**src/logic/bst_pkg.sv**
```systemverilog
// Purpose: shared constants and types of the boundary-scan test port
// Assumes: 4-bit instruction register, standard sixteen-state controller
// Notes:   instruction codes are local choices; all-ones is bypass
package bst_pkg;

   // ----------------------------------------------------------------
   // instruction register
   // ----------------------------------------------------------------
   localparam int          IR_W        = 4;
   localparam logic [3:0]  IR_EXTEST   = 4'h0;
   localparam logic [3:0]  IR_SAMPLE   = 4'h1;
   localparam logic [3:0]  IR_IDCODE   = 4'h2;
   localparam logic [3:0]  IR_HIGHZ    = 4'h3;
   localparam logic [3:0]  IR_BYPASS   = 4'hF;
   localparam logic [3:0]  IR_CAPTURE  = 4'h1;

   // ----------------------------------------------------------------
   // data registers and chain layout
   // ----------------------------------------------------------------
   localparam int          ID_W        = 32;
   localparam int          CELL_STAGES = 3;
   localparam int          CAP_PIN     = 0;
   localparam int          CAP_OUT     = 1;
   localparam int          CAP_OE      = 2;
   localparam int          UPD_OUT     = 0;
   localparam int          UPD_OE      = 1;
   localparam int          N_IO_DEF    = 32;
   localparam int          N_IN_DEF    = 4;
   localparam int          N_MC_DEF    = 32;
   localparam int          TMS_RESET_EDGES = 5;

   // ----------------------------------------------------------------
   // controller states
   // ----------------------------------------------------------------
   typedef enum logic [3:0] {
      ST_RESET    = 4'hF,
      ST_IDLE     = 4'hC,
      ST_SEL_DR   = 4'h7,
      ST_CAP_DR   = 4'h6,
      ST_SHIFT_DR = 4'h2,
      ST_EX1_DR   = 4'h1,
      ST_PAUSE_DR = 4'h3,
      ST_EX2_DR   = 4'h0,
      ST_UPD_DR   = 4'h5,
      ST_SEL_IR   = 4'h4,
      ST_CAP_IR   = 4'hE,
      ST_SHIFT_IR = 4'hA,
      ST_EX1_IR   = 4'h9,
      ST_PAUSE_IR = 4'hB,
      ST_EX2_IR   = 4'h8,
      ST_UPD_IR   = 4'hD
   } bst_tap_state_t;

endpackage : bst_pkg

```
**src/logic/bst_scan_cell.sv**
```systemverilog
// Purpose: one scan cell: three capture/shift stages, up to two update stages
// Assumes: controls are one-cycle strobes from the test controller
// Notes:   HAS_UPD=0 gives the observe-only variant used for inputs and macrocells
`timescale 1ns/1ns
module bst_scan_cell #(
   parameter bit HAS_UPD = 1'b1
) (
   input  wire logic       i_clk,
   input  wire logic       i_rstn,
   input  wire logic       i_capture,
   input  wire logic       i_shift,
   input  wire logic       i_update,
   input  wire logic       i_si,
   input  wire logic [2:0] i_cap_data,
   output logic            o_so,
   output logic [1:0]      o_upd
);

   logic [2:0] cap_reg;
   logic [1:0] upd_reg;

   // ----------------------------------------------------------------
   // capture and shift stages
   // ----------------------------------------------------------------
   always_ff @(posedge i_clk) begin
      if (!i_rstn) begin
         cap_reg <= 3'h0;
      end else if (i_capture) begin
         cap_reg <= i_cap_data;
      end else if (i_shift) begin
         cap_reg <= {cap_reg[1:0], i_si};
      end
   end

   // ----------------------------------------------------------------
   // update stages
   // ----------------------------------------------------------------
   always_ff @(posedge i_clk) begin
      if (!i_rstn || !HAS_UPD) begin
         upd_reg <= 2'h0;
      end else if (i_update) begin
         upd_reg <= cap_reg[2:1];
      end
   end

   assign o_so  = cap_reg[2];
   assign o_upd = upd_reg;
endmodule : bst_scan_cell

```
**src/logic/bst_tap_port.sv**
```systemverilog
// Purpose: boundary-scan test access port with pin and macrocell scan chain
// Assumes: test clock, mode, data and pin levels are asynchronous to i_clk
// Notes:   i_clk must run well above four times the test clock rate
//
// Summary of operation
// - every dedicated input and bidirectional pin has its own scan cell.
// - no test-reset pin; controller enters reset state on power-up reset.
// - supports sample/preload, extest, bypass, idcode and highz instructions.
// - test port is optional; disabled, the four pins act as user I/O.
// - chain covers up to 32 bidirectional pins and four inputs.
// - each cell has three capture stages and up to two update stages.
// - two cell variants: one with update stages for bidirectional pins, one without for inputs and macrocells.
// - cells chained through capture stages from data in to data out.
// - capture stages sample pins, shift serially, and load update stages.
// - capture, shift and update strobes come from the controller only.
// - optional pull-ups on mode select and data input when configured.
`timescale 1ns/1ns
module bst_tap_port #(
   parameter int          N_IO    = bst_pkg::N_IO_DEF,
   parameter int          N_IN    = bst_pkg::N_IN_DEF,
   parameter int          N_MC    = bst_pkg::N_MC_DEF,
   parameter logic [31:0] ID_CODE = 32'h0A5C_3001     // arbitrary value
) (
   input  wire logic            i_clk,
   input  wire logic            i_rstn,
   input  wire logic            i_port_en,
   input  wire logic            i_pullup_en,
   input  wire logic            i_tck,
   input  wire logic            i_tms,
   input  wire logic            i_tdi,
   input  wire logic [N_IO+N_IN-1:0] i_pin_in,
   input  wire logic [N_IO-1:0] i_core_out,
   input  wire logic [N_IO-1:0] i_core_oe,
   input  wire logic [N_MC-1:0] i_mc_q,
   input  wire logic [N_MC-1:0] i_mc_fb,
   input  wire logic [N_MC-1:0] i_mc_oe,
   output logic                 o_tdo,
   output logic                 o_tdo_oe,
   output logic                 o_pullup_tms,
   output logic                 o_pullup_tdi,
   output logic [N_IO-1:0]      o_pin_out,
   output logic [N_IO-1:0]      o_pin_oe
);

   localparam int N_PIN  = N_IO + N_IN;
   localparam int N_CELL = N_PIN + N_MC;

   // ----------------------------------------------------------------
   // elaboration checks
   // ----------------------------------------------------------------
   if (N_IO < 1 || N_IO > 32 || N_IN < 1 || N_IN > 4 || N_MC < 1 || ID_CODE[0] != 1'b1) begin
      $error("bst_tap_port: pin counts out of range or id code lsb not one");
   end

   // ----------------------------------------------------------------
   // pin synchronisers
   // ----------------------------------------------------------------
   logic [2:0]       tck_reg;
   logic [1:0]       tms_reg;
   logic [1:0]       tdi_reg;
   logic [N_PIN-1:0] pin_s1_reg;
   logic [N_PIN-1:0] pin_s2_reg;
   logic             rise;
   logic             fall;

   always_ff @(posedge i_clk) begin
      if (!i_rstn) begin
         tck_reg    <= 3'h0;
         tms_reg    <= 2'h3;
         tdi_reg    <= 2'h3;
         pin_s1_reg <= '0;
         pin_s2_reg <= '0;
      end else begin
         tck_reg    <= {tck_reg[1:0], i_tck};
         tms_reg    <= {tms_reg[0], i_tms};
         tdi_reg    <= {tdi_reg[0], i_tdi};
         pin_s1_reg <= i_pin_in;
         pin_s2_reg <= pin_s1_reg;
      end
   end

   // edges come from stages two and three; stage one feeds stage two only
   assign rise = tck_reg[1] && !tck_reg[2];
   assign fall = !tck_reg[1] && tck_reg[2];

   // ----------------------------------------------------------------
   // controller
   // ----------------------------------------------------------------
   bst_pkg::bst_tap_state_t state_reg;
   bst_pkg::bst_tap_state_t state_next;
   logic                    tms;

   assign tms = tms_reg[1];

   always_comb begin
      unique case (state_reg)
         bst_pkg::ST_RESET:    state_next = tms ? bst_pkg::ST_RESET   : bst_pkg::ST_IDLE;
         bst_pkg::ST_IDLE:     state_next = tms ? bst_pkg::ST_SEL_DR  : bst_pkg::ST_IDLE;
         bst_pkg::ST_SEL_DR:   state_next = tms ? bst_pkg::ST_SEL_IR  : bst_pkg::ST_CAP_DR;
         bst_pkg::ST_CAP_DR:   state_next = tms ? bst_pkg::ST_EX1_DR  : bst_pkg::ST_SHIFT_DR;
         bst_pkg::ST_SHIFT_DR: state_next = tms ? bst_pkg::ST_EX1_DR  : bst_pkg::ST_SHIFT_DR;
         bst_pkg::ST_EX1_DR:   state_next = tms ? bst_pkg::ST_UPD_DR  : bst_pkg::ST_PAUSE_DR;
         bst_pkg::ST_PAUSE_DR: state_next = tms ? bst_pkg::ST_EX2_DR  : bst_pkg::ST_PAUSE_DR;
         bst_pkg::ST_EX2_DR:   state_next = tms ? bst_pkg::ST_UPD_DR  : bst_pkg::ST_SHIFT_DR;
         bst_pkg::ST_UPD_DR:   state_next = tms ? bst_pkg::ST_SEL_DR  : bst_pkg::ST_IDLE;
         bst_pkg::ST_SEL_IR:   state_next = tms ? bst_pkg::ST_RESET   : bst_pkg::ST_CAP_IR;
         bst_pkg::ST_CAP_IR:   state_next = tms ? bst_pkg::ST_EX1_IR  : bst_pkg::ST_SHIFT_IR;
         bst_pkg::ST_SHIFT_IR: state_next = tms ? bst_pkg::ST_EX1_IR  : bst_pkg::ST_SHIFT_IR;
         bst_pkg::ST_EX1_IR:   state_next = tms ? bst_pkg::ST_UPD_IR  : bst_pkg::ST_PAUSE_IR;
         bst_pkg::ST_PAUSE_IR: state_next = tms ? bst_pkg::ST_EX2_IR  : bst_pkg::ST_PAUSE_IR;
         bst_pkg::ST_EX2_IR:   state_next = tms ? bst_pkg::ST_UPD_IR  : bst_pkg::ST_SHIFT_IR;
         bst_pkg::ST_UPD_IR:   state_next = tms ? bst_pkg::ST_SEL_DR  : bst_pkg::ST_IDLE;
      endcase
   end

   // a disabled port is parked in reset so its pins are free for user I/O
   always_ff @(posedge i_clk) begin
      if (!i_rstn || !i_port_en) begin
         state_reg <= bst_pkg::ST_RESET;
      end else if (rise) begin
         state_reg <= state_next;
      end
   end

   // ----------------------------------------------------------------
   // strobes and instruction register
   // ----------------------------------------------------------------
   logic [3:0] ir_sh_reg;
   logic [3:0] ir_reg;
   logic       cap_dr;
   logic       shift_dr;
   logic       upd_dr;
   logic       sel_bsr;
   logic       sel_id;

   assign cap_dr   = rise && state_reg == bst_pkg::ST_CAP_DR;
   assign shift_dr = rise && state_reg == bst_pkg::ST_SHIFT_DR;
   assign upd_dr   = fall && state_reg == bst_pkg::ST_UPD_DR;
   assign sel_bsr  = ir_reg == bst_pkg::IR_EXTEST || ir_reg == bst_pkg::IR_SAMPLE;
   assign sel_id   = ir_reg == bst_pkg::IR_IDCODE;

   always_ff @(posedge i_clk) begin
      if (!i_rstn) begin
         ir_sh_reg <= bst_pkg::IR_CAPTURE;
         ir_reg    <= bst_pkg::IR_IDCODE;
      end else begin
         if (rise && state_reg == bst_pkg::ST_CAP_IR) begin
            ir_sh_reg <= bst_pkg::IR_CAPTURE;
         end else if (rise && state_reg == bst_pkg::ST_SHIFT_IR) begin
            ir_sh_reg <= {tdi_reg[1], ir_sh_reg[3:1]};
         end
         if (state_reg == bst_pkg::ST_RESET) begin
            ir_reg <= bst_pkg::IR_IDCODE;
         end else if (fall && state_reg == bst_pkg::ST_UPD_IR) begin
            ir_reg <= ir_sh_reg;
         end
      end
   end

   // ----------------------------------------------------------------
   // bypass and identification registers
   // ----------------------------------------------------------------
   logic        byp_reg;
   logic [31:0] id_reg;

   always_ff @(posedge i_clk) begin
      if (!i_rstn) begin
         byp_reg <= 1'b0;
         id_reg  <= '0;
      end else begin
         if (cap_dr) begin
            byp_reg <= 1'b0;
            id_reg  <= ID_CODE;
         end else if (shift_dr) begin
            byp_reg <= tdi_reg[1];
            id_reg  <= {tdi_reg[1], id_reg[31:1]};
         end
      end
   end

   // ----------------------------------------------------------------
   // scan chain
   // ----------------------------------------------------------------
   logic [N_CELL:0]       chain;
   logic [1:0]            upd [N_CELL];
   logic [2:0]            cap [N_CELL];

   assign chain[0] = tdi_reg[1];

   for (genvar k = 0; k < N_CELL; k++) begin : g_cell
      if (k < N_IO) begin : g_io
         assign cap[k] = {i_core_oe[k], i_core_out[k], pin_s2_reg[k]};
      end else if (k < N_PIN) begin : g_in
         assign cap[k] = {2'h0, pin_s2_reg[k]};
      end else begin : g_mc
         assign cap[k] = {i_mc_oe[k-N_PIN], i_mc_fb[k-N_PIN], i_mc_q[k-N_PIN]};
      end
      bst_scan_cell #(
         .HAS_UPD (k < N_IO)
      ) u_cell (
         .i_clk      (i_clk),
         .i_rstn     (i_rstn),
         .i_capture  (cap_dr && sel_bsr),
         .i_shift    (shift_dr && sel_bsr),
         .i_update   (upd_dr && sel_bsr),
         .i_si       (chain[k]),
         .i_cap_data (cap[k]),
         .o_so       (chain[k+1]),
         .o_upd      (upd[k])
      );
   end

   // ----------------------------------------------------------------
   // test data out, pull-ups and pin drivers
   // ----------------------------------------------------------------
   always_ff @(posedge i_clk) begin
      if (!i_rstn) begin
         o_tdo    <= 1'b0;
         o_tdo_oe <= 1'b0;
      end else if (fall) begin
         o_tdo_oe <= state_reg == bst_pkg::ST_SHIFT_DR
                     || state_reg == bst_pkg::ST_SHIFT_IR;
         if (state_reg == bst_pkg::ST_SHIFT_IR) begin
            o_tdo <= ir_sh_reg[0];
         end else if (sel_bsr) begin
            o_tdo <= chain[N_CELL];
         end else if (sel_id) begin
            o_tdo <= id_reg[0];
         end else begin
            o_tdo <= byp_reg;
         end
      end else if (!i_port_en) begin
         o_tdo_oe <= 1'b0;
      end
   end

   always_ff @(posedge i_clk) begin
      if (!i_rstn) begin
         o_pullup_tms <= 1'b0;
         o_pullup_tdi <= 1'b0;
      end else begin
         o_pullup_tms <= i_port_en && i_pullup_en;
         o_pullup_tdi <= i_port_en && i_pullup_en;
      end
   end

   for (genvar p = 0; p < N_IO; p++) begin : g_drv
      always_ff @(posedge i_clk) begin
         if (!i_rstn) begin
            o_pin_out[p] <= 1'b0;
            o_pin_oe[p]  <= 1'b0;
         end else if (ir_reg == bst_pkg::IR_EXTEST) begin
            o_pin_out[p] <= upd[p][bst_pkg::UPD_OUT];
            o_pin_oe[p]  <= upd[p][bst_pkg::UPD_OE];
         end else begin
            o_pin_out[p] <= i_core_out[p];
            o_pin_oe[p]  <= i_core_oe[p] && ir_reg != bst_pkg::IR_HIGHZ;
         end
      end
   end

   // ----------------------------------------------------------------
   // checks
   // ----------------------------------------------------------------
   logic [2:0] tms_run_reg;

   always_ff @(posedge i_clk) begin
      if (!i_rstn || !i_port_en) begin
         tms_run_reg <= 3'h0;
      end else if (rise) begin
         tms_run_reg <= !tms ? 3'h0 : (tms_run_reg == 3'h7 ? 3'h7 : tms_run_reg + 3'h1);
      end
   end
endmodule : bst_tap_port

```
**config.mk**
```make
export PLATFORM = sky130hd
export DESIGN_NAME = bst_tap_port
export DESIGN_NICKNAME = d
export VERILOG_FILES = /design/src/logic/bst_pkg.sv /design/src/logic/bst_scan_cell.sv /design/src/logic/bst_tap_port.sv
export SDC_FILE = /design/constraint.sdc
export NUM_CORES = 1
export LEC_CHECK = 0
export CAP_MARGIN = 15
export CORE_MARGIN = 3
export CORE_UTILIZATION = 45
export DETAILED_ROUTE_END_ITERATION = 16
export DONT_BUFFER_PORTS = 1
export PLACE_DENSITY = 0.63
export SETUP_SLACK_MARGIN = 0.15
export SLEW_MARGIN = 20
export SYNTH_ARGS = -nofsm -noshare
export SYNTH_HDL_FRONTEND = slang
export SYNTH_HIERARCHICAL = 1
export SYNTH_SLANG_ARGS = --single-unit
```
**constraint.sdc**
```tcl
create_clock -name i_clk -period 16.6 [get_ports i_clk]
set_input_delay 3.32 -clock i_clk [delete_from_list [all_inputs] [get_ports i_clk]]
set_output_delay 3.32 -clock i_clk [all_outputs]
set_load 0.005 [all_outputs]
```
## Word level (Yosys, flattened, before mapping)

Index checks and enable logic that the tools add are counted.

- $lt $le $gt $ge: 0
- Multipliers: 0
- $add $sub $neg: 0
- Divide/modulo/power cells: 0
- Shift-type cells: 0
- Reduce and logical (&&, ||, !) cells: 62
- Bitwise logic cells: 1
- Muxes and demuxes: 220
- Equality and inequality tests: 19

Operators with widths:

| operator | number |
|---|---|
| two-way mux 3 bit | 132 |
| two-way mux 1 bit | 78 |
| two-way mux 28 bit | 2 |
| case mux 4 bit (12 select lines) | 1 |
| logical AND 1 bit | 44 |
| equality test 4 bit (second input constant) | 8 |
| equality test 4 x 3 -> 1 bit (second input constant) | 4 |
| equality test 4 x 2 -> 1 bit (second input constant) | 3 |
| two-way mux 2 bit | 6 |
| OR reduction 2 bit | 6 |
| equality test 4 x 1 -> 1 bit (second input constant) | 2 |
| zero test 4 bit | 2 |
| zero test 1 bit | 4 |
| two-way mux 4 bit | 1 |
| inequality test 4 x 2 -> 1 bit (second input constant) | 1 |
| nonzero test 2 bit | 2 |
| logical OR 1 bit | 3 |
| OR reduction 3 bit | 1 |
| inequality test 2 x 1 -> 1 bit (second input constant) | 1 |
| inverter 1 bit | 1 |

- Latch bits: 0
- Register bits: 459
- Bits in read-only memories: 0
- Memories kept: 0
- Logic and storage cells: 484
- Bits in writable memories: 0

## Logic depth before layout (Yosys ltp)

- Depth after elaboration: 6
- Gate-level depth with buffers: 8
- Gate-level depth less buffers: 5

## Hierarchy

Netlist, hierarchy kept.

Modules (own cells, without submodules):

| module | times used | area each (um2) | sequential area each (um2) | cells each |
|---|---|---|---|---|
| bst_scan_cell (g_cell[0].u_cell ...) | 32 | 215.2 | 100.1 | 18 |
| bst_tap_port | 1 | 6593.8 | 3803.6 | 700 |
| bst_scan_cell (g_cell[32].u_cell ...) | 36 | 161.4 | 60.1 | 15 |

## Worst setup path before layout

Ideal clock, no wire load.

- Path kind: register to register
- From: register tck_reg[2]
- To: register g_cell[0].u_cell.cap_reg[0]
- Path buffers: 3
- Setup time: 117 ps
- Path slack: -1279 ps
- Required time: 16483 ps
- Arrival: 17762 ps
- Clock period less this slack: 17879 ps
- Cell stages (with the launch flop): 9
- Cells stage by stage: dfxtp_1 > buf_2 > nor4bb_1 > buf_4 > buf_4 > nand2_1 > nor3b_1 > mux2_1 > o211a_1

- Longest elaborated chain between the ends: 5
- Elaborated cells on any way between the ends: 8
- Those cells by class: 1 x mux; 7 x reduce/logical

Ends and longest elaborated chain:

| item | RTL line | RTL |
|---|---|---|
| from (decl) | bst_tap_port.sv:58 | `logic [2:0] tck_reg;` |
| from (signal assigned) | bst_tap_port.sv:74 | `tck_reg <= {tck_reg[1:0], i_tck};` |
| zero test 1 bit * | bst_tap_port.sv:83 | `assign rise = tck_reg[1] && !tck_reg[2];` |
| logical AND 1 bit * | bst_tap_port.sv:83 |  |
| logical AND 1 bit (on tied branches) | bst_tap_port.sv:136, bst_tap_port.sv:137 |  |
| logical AND 1 bit (on tied branches) | bst_tap_port.sv:203, bst_tap_port.sv:204 |  |
| two-way mux 3 bit or nonzero test 2 bit (tied branches) | n/a |  |
| to (signal assigned) | bst_scan_cell.sv:29 | `cap_reg <= i_cap_data;` |
| to (signal assigned) | bst_scan_cell.sv:31 | `cap_reg <= {cap_reg[1:0], i_si};` |
| to (decl) | bst_scan_cell.sv:19 | `logic [2:0] cap_reg;` |

Mark *: on every way between the ends. The rest lies on a longest branch, timed or not.
A chain may end at the register's enable or synchronous reset.

## Final worst setup path

- From: register tck_reg[1]
- To: register g_cell[37].u_cell.cap_reg[2]

- Longest elaborated chain between the ends: 4
- Elaborated cells on any way between the ends: 7
- Those cells by class: 1 x mux; 6 x reduce/logical

Ends and longest elaborated chain:

| item | RTL line |
|---|---|
| logical AND 1 bit * | bst_tap_port.sv:83 |
| logical AND 1 bit (on tied branches) | bst_tap_port.sv:136, bst_tap_port.sv:137 |
| logical AND 1 bit (on tied branches) | bst_tap_port.sv:203, bst_tap_port.sv:204 |
| two-way mux 3 bit or nonzero test 2 bit (tied branches) | n/a |
| to (signal assigned) | bst_scan_cell.sv:29 |
| to (signal assigned) | bst_scan_cell.sv:31 |
| to (decl) | bst_scan_cell.sv:19 |

Marks and branches as above.

==> results.md <==
- Status: complete, no violations
- Fmax: 208 MHz
- I/O Buffers: 0
- IO Pins: 271
- CP max FO: 84
- WP data required: 17.06 ns
- Die X: 209 um
- Crit path max-delay family: buffers and inverters
- Area Growth Syn to Fin: 11.7%
- Most used cell, CP: buf_4
- Number of global-route vias before repair: 12200
- Ys Warns: 6
- Die height: 209 um
- TritonCTS clock tree: built
- CTS clk-pin slew, worst paths: 0.06 ns
- Post-CTS setup buffer count: 0
- DRC: 0
- PostCTS Resize Cnt: 0
- H-tree Lvls: 2
- RSZ-0062 raised after global routing: no
- Layout cell share with drive strength beyond 1: 6.13%
- Leakage: 10.4 nW
- Worst Setup Start Kind: flop
- Power per cell area: 107 nW/um2
- Initial Util: 46.2%
- Clk Latency, worst-skew pair: 0.58 ns
- Final wirelength: 41900 um
- DR iter-0 viols: 738
- Gate count of the mapped netlist: 1708
- Largest net degree at the start of global routing: 354
- First-pass GRT wire length: 66100 um
- DRT antenna net count: 0
- Fin nets: 1928
- Aggregate global routing overflow: 0
- CP Buf/Inv Count: 5
- Detailed placer's ending HPWL: 24400 um
- Max-Cap Viols: 0
- Final setup violation count: 0
- Critical-path cell list: nor4bb_4 -> buf_4 -> nand2_1 -> nor3b_4 -> buf_4 -> buf_4 -> buf_16 -> buf_4 -> mux2_1 -> o211a_1
- Via count: 12500
- Synth Area per Inst: 10.9 um2
- Total core area: 40300 um2
- Die area: 43800 um2
- Critical Path Max Stage Delay: 0.88 ns
- WP data arrival: 5.27 ns
- Tot GR Track Use: 18.2%
- Largest register FFs: 204
- Root buffer selected by CTS: clkbuf_16
- Min Tclk post-route: 4.81 ns
- Number of cell rows: 73
- DP Worst Slack: 11.57 ns
- Final RePlAce weighted congestion: 0.747
- Rel. slew slack: 28.0%
- Slew Viols, Final: 0
- Final hold violation count: 0
- # clock sinks: 458
- Setup ws final: 11.79 ns
- Crit end category: flop
- Worst Hold Class: reg2reg
- Netlist Area Pre-Place: 18600 um2
- Drt wl/cell: 18.3 um
- Final Skew: 0.0276 ns
- Total Negative Setup Slacks: 0 ns
- Vias per std cell: 5.44
- Final period utilization: 29.0%
- Worst-Margin Slew: 1.08 ns
- Slowest CP cell: buf_4
- Hold_buf cts: 0
- VDD IR-drop max: 77.2 uV
- DR pass1 iterations: 5
- Clk buf depth: 3
- Initial antenna violation count: 4
- TritonCTS Buffers: 48
- Crit path kind: reg2reg
==> power breakdown <==
group,total [mW],internal [mW],switching (mW)
Combinational,0.0324,0.0191,0.0133
Clock,1.07,0.648,0.427
Sequential,1.13,1.12,0.00843
Total,2.23,1.78,0.449
==> worst paths after layout <==
kind,startpoint,cells past startpoint,to,slack (ns)
worst max register to register,tck_reg[1],10,g_cell[37].u_cell/cap_reg[2],11.79
worst min-delay path,tms_reg[0],1,tms_reg[1],0.40
worst min register to register,tms_reg[0],1,tms_reg[1],0.40
worst max-delay path,tck_reg[1],10,g_cell[37].u_cell/cap_reg[2],11.79
==> worst reg2reg max path: stages, from the launching register on <==
cell and delay (ns):
dfxtp_1 0.50, nor4bb_4 0.34, buf_4 0.46, nand2_1 0.25, nor3b_4 0.21, buf_4 0.51, buf_4 0.54, buf_16 0.32
buf_4 0.93, mux2_1 0.45, o211a_1 0.20
==> through the flow <==
stage,utilization [%],hold slack (ns),instance area [um2],std cells,power (mW)
CTS,51.5,0.407,20700,2284,2.27
floorplan,-,0.386,18600,1715,1.17
global placement,47.5,0.390,19100,2198,1.18
global route,51.6,0.433,20800,2288,2.31
detailed placement,47.5,0.393,19100,2198,1.18
finish,51.6,0.405,20800,2290,2.23
==> layer usage <==
layer,global-route usage [%],vias up,routed length (um)
met5,0,-,13
met4,5.91,2,939
met3,4.36,64,2330
met2,29.3,236,19600
met1,24.2,6022,19000
li1,-,6142,-
==> cell type report <==
| cell class | instances | area (um2) |
|---|---|---|
| clock buffers | 76 | 1500 |
| repair buffers | 18 | 188 |
| diodes | 4 | 10.0 |
| multi-input cells | 1195 | 9150 |
| fillers | 3621 | 19500 |
| flip-flops and latches | 458 | 9170 |
| well taps | 525 | 657 |
| clock inverters | 10 | 111 |
| inverters | 4 | 15.0 |
==> layout by cell type, fill, tap and decap left out, types with 15 or more instances in the layout <==
cell and instances:
dfxtp_1 458, nand2b_1 210, mux2_1 204, o211a_1 204
nand2_1 133, a21oi_1 105, and2_1 76, nor2b_1 66
mux2i_1 64, clkbuf_16 50, o21ai_0 35, nand4b_1 24
clkbuf_8 15, buf_4 15
Power figures use the tool's default switching activity.
